$ cat config.mk
export PLATFORM = sky130hd
export DESIGN_NAME = ssf_status
export DESIGN_NICKNAME = d
export VERILOG_FILES = /design/src/rtl/ssf_pkg.sv /design/src/rtl/ssf_rate_div.sv /design/src/rtl/ssf_status.sv
export SDC_FILE = /design/constraint.sdc
export NUM_CORES = 1
export LEC_CHECK = 0
export BUFFER_PORTS_ARGS = -buffer_cell sky130_fd_sc_hd__buf_2
export CAP_MARGIN = 0
export CORE_AREA = 4 4 135 137
export CTS_CLUSTER_SIZE = 24
export DETAILED_ROUTE_END_ITERATION = 7
export DIE_AREA = 0 0 139 141
export HOLD_SLACK_MARGIN = 0.05
export PLACE_DENSITY = 0.71
export SYNTH_ARGS = -nofsm -noshare
export SYNTH_HDL_FRONTEND = slang
export SYNTH_SLANG_ARGS = --single-unit
$ cat constraint.sdc
create_clock -name aclk -period 4.4 [get_ports aclk]
set_input_delay 0.88 -clock aclk [delete_from_list [all_inputs] [get_ports aclk]]
set_output_delay 0.88 -clock aclk [all_outputs]
set_load 0.005 [all_outputs]
$ cat src/rtl/ssf_pkg.sv
// constants, state types and helpers of the sample status flag block
package ssf_pkg;

   localparam int ADDR_W = 12;
   localparam int DATA_W = 32;
   localparam int PERIOD_W = 24;
   localparam int IRQ_W = 4;

   // register indices; the byte address is four times the index
   localparam logic [7:0] IDX_MAIN_CONTROL = 8'h10;
   localparam logic [7:0] IDX_STATUS = 8'h27;
   localparam logic [7:0] IDX_PRESS_HIGH = 8'h2A;
   localparam logic [7:0] IDX_TEMP_HIGH = 8'h2C;
   localparam logic [7:0] IDX_IRQ_STATUS = 8'h30;
   localparam logic [7:0] IDX_IRQ_MASK = 8'h31;
   localparam logic [7:0] IDX_RATE_PERIOD = 8'h32;

   // status register field positions
   localparam int STAT_PRESS_READY_BIT = 0;
   localparam int STAT_TEMP_READY_BIT = 1;
   localparam int STAT_PRESS_OVR_BIT = 4;
   localparam int STAT_TEMP_OVR_BIT = 5;

   // interrupt status and mask field positions
   localparam int IRQ_PRESS_READY_BIT = 0;
   localparam int IRQ_TEMP_READY_BIT = 1;
   localparam int IRQ_PRESS_OVR_BIT = 2;
   localparam int IRQ_TEMP_OVR_BIT = 3;

   // main control field positions
   localparam int CTRL_RUN_BIT = 0;
   localparam int CTRL_HOLD_BIT = 1;

   // values after reset
   localparam logic [7:0] STATUS_RST = 8'h00;
   localparam logic [7:0] RESULT_RST = 8'h00;
   localparam logic CTRL_RUN_RST = 1'h1;
   localparam logic CTRL_HOLD_RST = 1'h0;
   localparam logic [IRQ_W-1:0] IRQ_MASK_RST = 4'h0;
   localparam logic [PERIOD_W-1:0] RATE_PERIOD_RST = 24'h0003E8;

   localparam logic [1:0] RESP_OKAY = 2'h0;
   localparam logic [1:0] RESP_SLVERR = 2'h2;

   typedef struct packed {
      logic [PERIOD_W-1:0] cnt;
      logic tick;
   } ssf_div_t;

   typedef struct packed {
      logic awready;
      logic wready;
      logic aw_held;
      logic w_held;
      logic [ADDR_W-1:0] awaddr;
      logic [DATA_W-1:0] wdata;
      logic [3:0] wstrb;
      logic bvalid;
      logic [1:0] bresp;
      logic arready;
      logic rvalid;
      logic [DATA_W-1:0] rdata;
      logic [1:0] rresp;
      logic ctrl_run;
      logic block_update_hold;
      logic [PERIOD_W-1:0] rate_period;
      logic press_ready_flag;
      logic temp_ready_flag;
      logic press_ovr;
      logic temp_ovr;
      logic press_pend;
      logic temp_pend;
      logic [7:0] press_pend_high;
      logic [7:0] temp_pend_high;
      logic [7:0] press_result_high;
      logic [7:0] temp_result_high;
      logic [IRQ_W-1:0] irq_stat;
      logic [IRQ_W-1:0] irq_mask;
      logic irq;
   } ssf_state_t;

   function automatic logic ssf_hit(input logic [ADDR_W-1:0] addr,
                                    input logic [7:0] idx);
      ssf_hit = (addr == {2'h0, idx, 2'h0});
   endfunction : ssf_hit

endpackage : ssf_pkg

$ cat src/rtl/ssf_rate_div.sv
// output rate divider: one-cycle pulse every programmed number of cycles
`timescale 1ns/10ps
module ssf_rate_div import ssf_pkg::*; (
   input wire logic aclk,
   input wire logic aresetn,
   input wire logic run,
   input wire logic [PERIOD_W-1:0] period,
   output logic tick
);

   ssf_div_t st_ff;
   ssf_div_t nxt_st;
   logic [PERIOD_W-1:0] last;

   always_comb begin
      // a period of zero behaves as one
      last = (period == '0) ? '0 : period - 24'h000001;
      nxt_st = st_ff;
      nxt_st.tick = 1'b0;
      if (!run) begin
         nxt_st.cnt = '0;
      end else if (st_ff.cnt >= last) begin
         nxt_st.cnt = '0;
         nxt_st.tick = 1'b1;
      end else begin
         nxt_st.cnt = st_ff.cnt + 24'h000001;
      end
   end

   always_ff @(posedge aclk) begin
      if (!aresetn) begin
         st_ff <= '0;
      end else begin
         st_ff <= nxt_st;
      end
   end

   assign tick = st_ff.tick;

endmodule : ssf_rate_div

$ cat src/rtl/ssf_status.sv
// sample status flags with an AXI4-Lite register slave
//
// Operation
// RULE1 - flags are refreshed on every output rate cycle, ignoring update hold
// RULE2 - temperature overrun bit 5 sets when new data finds ready still set
// RULE3 - reading temperature high byte at 0x2C clears temperature overrun
// RULE4 - pressure overrun bit 4 sets likewise; pressure high read clears it
// RULE5 - fresh temperature sample sets ready; temperature high read clears it
// RULE6 - fresh pressure sample sets ready; pressure high read clears it
// RULE7 - temperature ready sits at status bit 1, zero after reset
// RULE8 - pressure ready sits at status bit 0, zero after reset
// RULE9 - reserved status bits read zero; writes to status are ignored
//
// Decided for this implementation: the AXI4-Lite slave port.
`timescale 1ns/10ps
module ssf_status import ssf_pkg::*; (
   input wire logic aclk,
   input wire logic aresetn,
   input wire logic [ADDR_W-1:0] s_axi_awaddr,
   input wire logic [2:0] s_axi_awprot,
   input wire logic s_axi_awvalid,
   output logic s_axi_awready,
   input wire logic [DATA_W-1:0] s_axi_wdata,
   input wire logic [3:0] s_axi_wstrb,
   input wire logic s_axi_wvalid,
   output logic s_axi_wready,
   output logic [1:0] s_axi_bresp,
   output logic s_axi_bvalid,
   input wire logic s_axi_bready,
   input wire logic [ADDR_W-1:0] s_axi_araddr,
   input wire logic [2:0] s_axi_arprot,
   input wire logic s_axi_arvalid,
   output logic s_axi_arready,
   output logic [DATA_W-1:0] s_axi_rdata,
   output logic [1:0] s_axi_rresp,
   output logic s_axi_rvalid,
   input wire logic s_axi_rready,
   input wire logic press_sample_valid,
   input wire logic [7:0] press_sample_high,
   input wire logic temp_sample_valid,
   input wire logic [7:0] temp_sample_high,
   output logic irq
);

   ssf_state_t st_ff;
   ssf_state_t nxt_st;

   logic output_rate_cycle;
   logic rd_fire;
   logic wr_fire;
   logic rd_press;
   logic rd_temp;
   logic rd_irq;
   logic press_commit;
   logic temp_commit;
   logic press_ovr_set;
   logic temp_ovr_set;
   logic [7:0] status_view;
   logic [DATA_W-1:0] rd_data;
   logic [1:0] rd_resp;
   logic [IRQ_W-1:0] irq_events;

   ssf_rate_div u_rate_div (
      .aclk(aclk),
      .aresetn(aresetn),
      .run(st_ff.ctrl_run),
      .period(st_ff.rate_period),
      .tick(output_rate_cycle)
   );

   // status byte as software sees it; reserved bits stay zero
   always_comb begin
      status_view = STATUS_RST; // RULE9
      status_view[STAT_PRESS_READY_BIT] = st_ff.press_ready_flag; // RULE8
      status_view[STAT_TEMP_READY_BIT] = st_ff.temp_ready_flag; // RULE7
      status_view[STAT_PRESS_OVR_BIT] = st_ff.press_ovr; // RULE4
      status_view[STAT_TEMP_OVR_BIT] = st_ff.temp_ovr; // RULE2
   end

   // read decode for the address offered on the read channel
   always_comb begin
      rd_data = '0;
      rd_resp = RESP_OKAY;
      rd_press = 1'b0;
      rd_temp = 1'b0;
      rd_irq = 1'b0;
      rd_fire = st_ff.arready & s_axi_arvalid;
      if (ssf_hit(s_axi_araddr, IDX_STATUS)) begin
         rd_data[7:0] = status_view;
      end else if (ssf_hit(s_axi_araddr, IDX_PRESS_HIGH)) begin
         rd_data[7:0] = st_ff.press_result_high;
         rd_press = rd_fire;
      end else if (ssf_hit(s_axi_araddr, IDX_TEMP_HIGH)) begin
         rd_data[7:0] = st_ff.temp_result_high;
         rd_temp = rd_fire;
      end else if (ssf_hit(s_axi_araddr, IDX_MAIN_CONTROL)) begin
         rd_data[CTRL_RUN_BIT] = st_ff.ctrl_run;
         rd_data[CTRL_HOLD_BIT] = st_ff.block_update_hold;
      end else if (ssf_hit(s_axi_araddr, IDX_IRQ_STATUS)) begin
         rd_data[IRQ_W-1:0] = st_ff.irq_stat;
         rd_irq = rd_fire;
      end else if (ssf_hit(s_axi_araddr, IDX_IRQ_MASK)) begin
         rd_data[IRQ_W-1:0] = st_ff.irq_mask;
      end else if (ssf_hit(s_axi_araddr, IDX_RATE_PERIOD)) begin
         rd_data[PERIOD_W-1:0] = st_ff.rate_period;
      end else begin
         rd_resp = RESP_SLVERR;
      end
   end

   // sample bookkeeping: commits happen only on the output rate pulse
   always_comb begin
      press_commit = output_rate_cycle & st_ff.press_pend; // RULE1
      temp_commit = output_rate_cycle & st_ff.temp_pend; // RULE1
      // overrun only when the previous ready was not cleared meanwhile
      press_ovr_set = press_commit & st_ff.press_ready_flag
                      & ~rd_press; // RULE4
      temp_ovr_set = temp_commit & st_ff.temp_ready_flag
                     & ~rd_temp; // RULE2
      irq_events = '0;
      irq_events[IRQ_PRESS_READY_BIT] = press_commit;
      irq_events[IRQ_TEMP_READY_BIT] = temp_commit;
      irq_events[IRQ_PRESS_OVR_BIT] = press_ovr_set;
      irq_events[IRQ_TEMP_OVR_BIT] = temp_ovr_set;
   end

   always_comb begin
      nxt_st = st_ff;
      wr_fire = st_ff.aw_held & st_ff.w_held & ~st_ff.bvalid;

      // write address and data are taken in either order
      if (st_ff.awready & s_axi_awvalid) begin
         nxt_st.aw_held = 1'b1;
         nxt_st.awaddr = s_axi_awaddr;
      end
      if (st_ff.wready & s_axi_wvalid) begin
         nxt_st.w_held = 1'b1;
         nxt_st.wdata = s_axi_wdata;
         nxt_st.wstrb = s_axi_wstrb;
      end
      if (st_ff.bvalid & s_axi_bready) begin
         nxt_st.bvalid = 1'b0;
      end

      if (wr_fire) begin
         nxt_st.aw_held = 1'b0;
         nxt_st.w_held = 1'b0;
         nxt_st.bvalid = 1'b1;
         nxt_st.bresp = RESP_OKAY;
         if (ssf_hit(st_ff.awaddr, IDX_MAIN_CONTROL)) begin
            if (st_ff.wstrb[0]) begin
               nxt_st.ctrl_run = st_ff.wdata[CTRL_RUN_BIT];
               nxt_st.block_update_hold = st_ff.wdata[CTRL_HOLD_BIT];
            end
         end else if (ssf_hit(st_ff.awaddr, IDX_IRQ_MASK)) begin
            if (st_ff.wstrb[0]) begin
               nxt_st.irq_mask = st_ff.wdata[IRQ_W-1:0];
            end
         end else if (ssf_hit(st_ff.awaddr, IDX_RATE_PERIOD)) begin
            for (int b = 0; b < 3; b++) begin
               if (st_ff.wstrb[b]) begin
                  nxt_st.rate_period[b*8 +: 8] = st_ff.wdata[b*8 +: 8];
               end
            end
         end else if (ssf_hit(st_ff.awaddr, IDX_STATUS)) begin
            nxt_st.bresp = RESP_OKAY; // RULE9
         end else if (ssf_hit(st_ff.awaddr, IDX_PRESS_HIGH)
                      || ssf_hit(st_ff.awaddr, IDX_TEMP_HIGH)
                      || ssf_hit(st_ff.awaddr, IDX_IRQ_STATUS)) begin
            nxt_st.bresp = RESP_OKAY;
         end else begin
            nxt_st.bresp = RESP_SLVERR;
         end
      end

      // read channel
      if (st_ff.rvalid & s_axi_rready) begin
         nxt_st.rvalid = 1'b0;
      end
      if (rd_fire) begin
         nxt_st.rvalid = 1'b1;
         nxt_st.rdata = rd_data;
         nxt_st.rresp = rd_resp;
      end

      // clears from result reads come first so that a set wins
      if (rd_press) begin
         nxt_st.press_ready_flag = 1'b0; // RULE6
         nxt_st.press_ovr = 1'b0; // RULE4
      end
      if (rd_temp) begin
         nxt_st.temp_ready_flag = 1'b0; // RULE5
         nxt_st.temp_ovr = 1'b0; // RULE3
      end

      // output rate cycle: publish pending samples, hold setting ignored
      if (press_commit) begin
         nxt_st.press_ready_flag = 1'b1; // RULE6
         nxt_st.press_result_high = st_ff.press_pend_high;
         nxt_st.press_pend = 1'b0;
      end
      if (temp_commit) begin
         nxt_st.temp_ready_flag = 1'b1; // RULE5
         nxt_st.temp_result_high = st_ff.temp_pend_high;
         nxt_st.temp_pend = 1'b0;
      end
      if (press_ovr_set) begin
         nxt_st.press_ovr = 1'b1; // RULE4
      end
      if (temp_ovr_set) begin
         nxt_st.temp_ovr = 1'b1; // RULE2
      end

      // a sample arriving now waits for the next rate pulse
      if (press_sample_valid) begin
         nxt_st.press_pend = 1'b1;
         nxt_st.press_pend_high = press_sample_high;
      end
      if (temp_sample_valid) begin
         nxt_st.temp_pend = 1'b1;
         nxt_st.temp_pend_high = temp_sample_high;
      end

      // sticky interrupt status: read clears, a new event wins
      if (rd_irq) begin
         nxt_st.irq_stat = '0;
      end
      nxt_st.irq_stat = nxt_st.irq_stat | irq_events;
      nxt_st.irq = |(nxt_st.irq_stat & nxt_st.irq_mask);

      // one write and one read outstanding at most
      nxt_st.awready = ~nxt_st.aw_held & ~nxt_st.bvalid;
      nxt_st.wready = ~nxt_st.w_held & ~nxt_st.bvalid;
      nxt_st.arready = ~nxt_st.rvalid;
   end

   always_ff @(posedge aclk) begin
      if (!aresetn) begin
         st_ff <= '0;
         st_ff.ctrl_run <= CTRL_RUN_RST;
         st_ff.block_update_hold <= CTRL_HOLD_RST;
         st_ff.rate_period <= RATE_PERIOD_RST;
         st_ff.irq_mask <= IRQ_MASK_RST;
         st_ff.press_result_high <= RESULT_RST;
         st_ff.temp_result_high <= RESULT_RST;
         st_ff.press_ready_flag <= STATUS_RST[STAT_PRESS_READY_BIT]; // RULE8
         st_ff.temp_ready_flag <= STATUS_RST[STAT_TEMP_READY_BIT]; // RULE7
      end else begin
         st_ff <= nxt_st;
      end
   end

   assign s_axi_awready = st_ff.awready;
   assign s_axi_wready = st_ff.wready;
   assign s_axi_bvalid = st_ff.bvalid;
   assign s_axi_bresp = st_ff.bresp;
   assign s_axi_arready = st_ff.arready;
   assign s_axi_rvalid = st_ff.rvalid;
   assign s_axi_rdata = st_ff.rdata;
   assign s_axi_rresp = st_ff.rresp;
   assign irq = st_ff.irq;

endmodule : ssf_status

# ---- Yosys cells after proc, flatten, opt, wreduce, memory -nomap -nowiden
# Index checks and enable logic that the tools add are counted.
dict set report word_totals {
  ff_bits 172
  in_bits 91
  output_inout_bits 42
  elab_cells 153
}
dict set report classes {
  n_addsub 2
  order_cmp 1
  eq_ne 14
  n_mux 59
  bitwise 28
  reduce_logical 16
}
# cell count
set ops {}
lappend ops {{== test 12 x 8 -> 1 bit, second input constant} 12}
lappend ops {{two-way mux 16 bit} 3}
lappend ops {{two-way mux 24 bit} 2}
lappend ops {{two-way mux 20 bit} 2}
lappend ops {{two-way mux 35 bit} 1}
lappend ops {{two-way mux 2 bit} 14}
lappend ops {{two-way mux 4 bit} 7}
lappend ops {{two-way mux 1 bit} 25}
lappend ops {{adder 24 x 1 -> 24 bit, second input constant} 1}
lappend ops {{== test 12 x 7 -> 1 bit, second input constant} 2}
lappend ops {{greater-or-equal comparator 24 bit} 1}
lappend ops {{zero test 24 bit} 1}
lappend ops {{two-way mux 8 bit} 3}
lappend ops {{subtractor 24 x 1 -> 24 bit, second input constant} 1}
lappend ops {{two-way mux 22 bit} 1}
lappend ops {{bitwise AND 1 bit} 15}
lappend ops {{AND reduction 5 bit} 3}
lappend ops {{nonzero test 2 bit} 6}
lappend ops {{NOT 1 bit} 11}
lappend ops {{bitwise AND 4 bit} 1}
lappend ops {{bitwise OR 4 bit} 1}
lappend ops {{OR reduction 4 bit} 1}
lappend ops {{two-way mux 3 bit} 1}
lappend ops {{AND reduction 3 bit} 1}
lappend ops {{other kinds (3)} 4}

# ---- Depth between registers and ports, before layout
dict set report depth {
  ltp_word 11
  mapped_depth 16
}

# ---- Cells and area by module
# A second synthesis with hierarchy kept.
dict set report hier_totals {
  hier_cells 975
  area_unflattened_um2 8210.4
}
# module n_inst cells_per_inst area_each_um2 seq_area_each_um2
set by_module_without_submodules {}
lappend by_module_without_submodules {ssf_status 1 698 5968.2 2902.8}
lappend by_module_without_submodules {ssf_rate_div 1 277 2242.2 500.5}

# ---- Worst setup path after synthesis
# No wires, ideal clock.
dict set report synth_timing {
  path_kind {register -> register}
  from {register st_ff[51] in the netlist's numbering}
  to {register u_rate_div.st_ff[10] in the netlist's numbering}
  arrival_time_ps 3523
  path_slack_ps 745
  path_stages_with_launch 14
  path_buffers 1
  period_less_slack_ps 3655
  cell_sequence {dfxtp_1 -> or4_1 -> nand4bb_4 -> or3_4 -> or3_1 -> xnor2_1 -> nand2_1 -> ha_1 -> and4_1 -> and2_1 -> nor4b_1 -> a21o_1 -> clkbuf_1 -> nor3_1}
}
dict set report synth_between {
  elab_chain_len 4
  word_cells_on_any_way 5
  classes_between {add/sub (1); order compare (1); mux (1); reduce/logical (2)}
}
# element line_no
set synth_rtl {}
lappend synth_rtl {{start, declared} ssf_status.sv:45} ;# ssf_state_t st_ff;
lappend synth_rtl {{start signal, assigned} ssf_status.sv:249} ;# st_ff <= nxt_st;
lappend synth_rtl {{subtractor 24 x 1 -> 24 bit / zero test 24 bit (equally long branches)} ssf_rate_div.sv:17} ;# last = (period == '0) ? '0 : period - 24'h000001;
lappend synth_rtl {{two-way mux 24 bit (*)} ssf_rate_div.sv:17}
lappend synth_rtl {{greater-or-equal comparator 24 bit (*)} ssf_rate_div.sv:22} ;# end else if (st_ff.cnt >= last) begin
lappend synth_rtl {{OR reduction 3 bit (no line) (*)} --}
lappend synth_rtl {{end signal, assigned} ssf_rate_div.sv:34} ;# st_ff <= nxt_st;
lappend synth_rtl {{end, declared} ssf_rate_div.sv:11} ;# ssf_div_t st_ff;
# Every way passes the cells marked *; elsewhere a longest branch is shown, timed or not.
# A chain may end at the register's enable or synchronous reset.

# ---- Worst setup path in the final report
dict set report layout_timing {
  from {register st_ff[54] in the netlist's numbering}
  to {register u_rate_div.st_ff[4] in the netlist's numbering}
}
# Same word-level chain as after synthesis.

==> impl_metrics.toml <==
[sta]
min_period_over_period_pct = 87.5
whs_ps = 458
min_period_ps = 3850
finClkSkew_ps = 7.66
slew_violations = 0
worstMarginPinSlew_ps = 937
rsz0062_at_grt = "false"
finalSetupTns_ps = 0
hold_viol = 0
setup_viol = 0
max_slew_margin_pct = 37.6
max_freq_mhz = 260

[logic_synthesis]
avgSynthCellArea_um2 = 8.36
synth_cell_types = 63
synth_top_area_share_pct = 40.7
yosys-top-cells-count = "nand2_1 (218), dfxtp_1 (170), a21boi_0 (92), nand3_1 (63), clkbuf_1 (46)"
synth-edff-count = 0
yosys-top-cells-area = "dfxtp_1 (41%), nand2_1 (9.8%), a21boi_0 (8.3%), ha_1 (4.0%), nand3_1 (3.8%)"
synth_area_um2 = 8350
yosys.area.top_type = "dfxtp_1"
async_flop_share_pct = 0
synth_ff_type = "dfxtp_1"
synth_seq_cells = 170
yosysSeqAreaShare_pct = 40.7
synthMostInstantiatedCell = "nand2_1"
yosys_warnings = 0
synth_cells = 999

[floorplan]
start_util_pct = 49.0
die_w_um = 139
fp.dieH_um = 141
rows = 48
design.portCount = 133
dieArea_um2 = 19600
fp.coreArea_um2 = 17100

[pwr]
combPwrFrac_pct = 5.4
p_seq_share_pct = 48.1
ir_worst_vdd_mv = 0.228
p_sw_w = 0.000731
p_clk_share_pct = 46.5
p_per_area_nw_per_um2 = 355
internal_power_w = 0.00260
switching_share_pct = 21.9
p_leak_nw = 3.85

[run_status]
status = "completed"

[placed_design]
place_area_um2 = 8770
place_inst = 1256
gp_congestion = 0.873
hpwl_um = 14000
portBuffers = 107

[critical_path]
reg2regPathDepth = 13
r2r-end = "u_rate_div.st_ff[4]"
arrival_ps = 4150
critical_path.max_fanout = 24
cp-start-kind = "register"
crit_path_end_kind = "register"
reg2reg_from = "st_ff[54]"
critPathCapture = "u_rate_div.st_ff[4]"
startpoint = "st_ff[54]"
crit_type = "reg -> reg"
cp_data_required_time_ps = 4700
rrSetupSlack_ps = 550

[clock_network]
clock-sinks = 170
post_cts_buffers = 0
cts_buffer_depth = 2
htreeDepth = 4
cts_buffers = 17
cts_resized = 0
clkLatencyLatePin_ps = 420
clkTransAtPathRegs_ps = 60
cts_tree = "yes"
cts-root-buf = "clkbuf_16"
postCtsHoldBufs = 0

[detailed_routing]
topRoutingLayerUsed = "met4"
wl_met3_um = 776
wl_um = 19100
drcViolationCount = 0
drt_iter0_drc = 469
wl_met2_um = 9630
vias = 6728
viasPerCell = 5.22
wl_met1_um = 8390
dr.pass1.iters = 5
post_drt_wl_per_cell_um = 14.8
postRouteAntennaNets = 0

[final_layout]
antenna_cells = 0
design_area_um2 = 9380
drive_above_1_share_pct = 15.0
finalNonFillerCells = 1288
finalNetCount = 1168
syn_to_final_growth_pct = 12.3
fin_util_pct = 55.0
nFillCells = 1632

[global_route]
grt_pass1_vias = 6478
antenna_found_initial = 0
grt_pass1_wl_um = 32000
grt_max_degree = 65
overflow = 0
grtUsageTotal_pct = 19.8

[flow_run]
maxCapViolations = 0

[worst_hold_path]
min_path_type = "reg -> reg"
whs_path_depth = 2
==> final cells by class <==
type / instances / area [um2] / share of cell area, %
clock buffer: 19 / 433 / 4.61
sequential: 170 / 3400 / 36.3
multi-input combinational: 736 / 4450 / 47.4
timing repair buffer: 116 / 606 / 6.45
tap: 225 / 282 / 3.00
clock inverter: 13 / 176 / 1.88
inverter: 9 / 33.8 / 0.360
==> how the worst min path moves through the flow <==
stage / startpoint / endpoint / slack [ps]
2_1_floorplan: s_axi_rdata[5] / s_axi_rdata[5] / 430
3_3_place_gp: s_axi_rdata[5] / s_axi_rdata[5] / 450
3_5_place_dp: s_axi_rdata[5] / s_axi_rdata[5] / 450
4_1_cts: s_axi_rdata[5] / s_axi_rdata[5] / 460
5_1_grt: s_axi_rdata[17] / s_axi_rdata[17] / 480
6_report: s_axi_rdata[13] / s_axi_rdata[13] / 460
==> flip-flops by register name, summed over array words and instances (netlist names) <==
| name | flops |
|---|---|
| irq | 1 |
| s_axi_arready | 1 |
| s_axi_awready | 1 |
| s_axi_bresp | 1 |
| s_axi_bvalid | 1 |
| s_axi_rdata | 24 |
| s_axi_rresp | 1 |
| s_axi_rvalid | 1 |
| s_axi_wready | 1 |
| st_ff | 113 |
| u_rate_div.st_ff | 24 |
| u_rate_div.tick | 1 |
==> kinds of logic (layout without fill, tap and decap cells) <==
family | after synthesis | after routing | synth area share [%]
DFF | 170 | 170 | 40.7
xor gates and xnor gates | 45 | 45 | 4.72
buffers and inverters | 102 | 157 | 6.41
other | 1 | 10 | 0.0449
and+or+nand+nor | 455 | 455 | 26.1
AOI/OAI and AO/OA | 172 | 172 | 14.7
muxes | 27 | 27 | 3.25
adders and majority gates | 27 | 27 | 4.04
==> power by group through the flow <==
stage	sequential, W	combinational (W)	clock [W]
2_1_floorplan	0.00163	0.000130	0
3_3_place_gp	0.00164	0.000180	0
3_5_place_dp	0.00164	0.000183	0
4_1_cts	0.00160	0.000183	0.00157
5_1_grt	0.00161	0.000205	0.00164
6_report	0.00160	0.000181	0.00155
==> worst max-delay path: stages (launching register included) <==
cell and delay [ps]:
dfxtp_1 360, or4_1 580, nand4bb_4 280, or3_4 420
or3_1 330, xnor2_1 140, nand2_1 80, ha_1 280
and4_1 230, and2_1 170, nor4b_1 330, a21o_1 170
buf_4 260, nor3_1 90
==> routing by layer <==
metal / global-route usage [%] / vias to the layer above
li1: - / 3489
met1: 23.7 / 3093
met2: 35.7 / 125
met3: 4.21 / 21
met4: 5.66 / 0
met5: 0 / -
==> cells in the final DEF (no fill, tap or decap), drive strengths merged, types with 9 or more instances in the layout <==
cell,Yosys,final
a21boi,92,92
a21o,9,9
a21oi,17,17
and2,9,9
buf,47,116
clkbuf,46,19
clkinv,0,9
conb,1,10
dfxtp,170,170
ha,27,27
inv,9,9
mux2i,26,26
nand2,218,218
nand2b,9,9
nand3,63,63
nor2,38,38
nor2b,28,28
nor3,32,32
nor4,9,9
o21ai,15,15
xnor2,20,20
xor2,25,25
==> metrics by stage <==
stage                     power [W]  worst slack [ps]
after floorplan             0.00176               745
after global placement      0.00182               609
after detailed placement    0.00182               554
after CTS                   0.00335               545
after global routing        0.00346               209
final                       0.00333               551
Power figures use the tool's default switching activity.
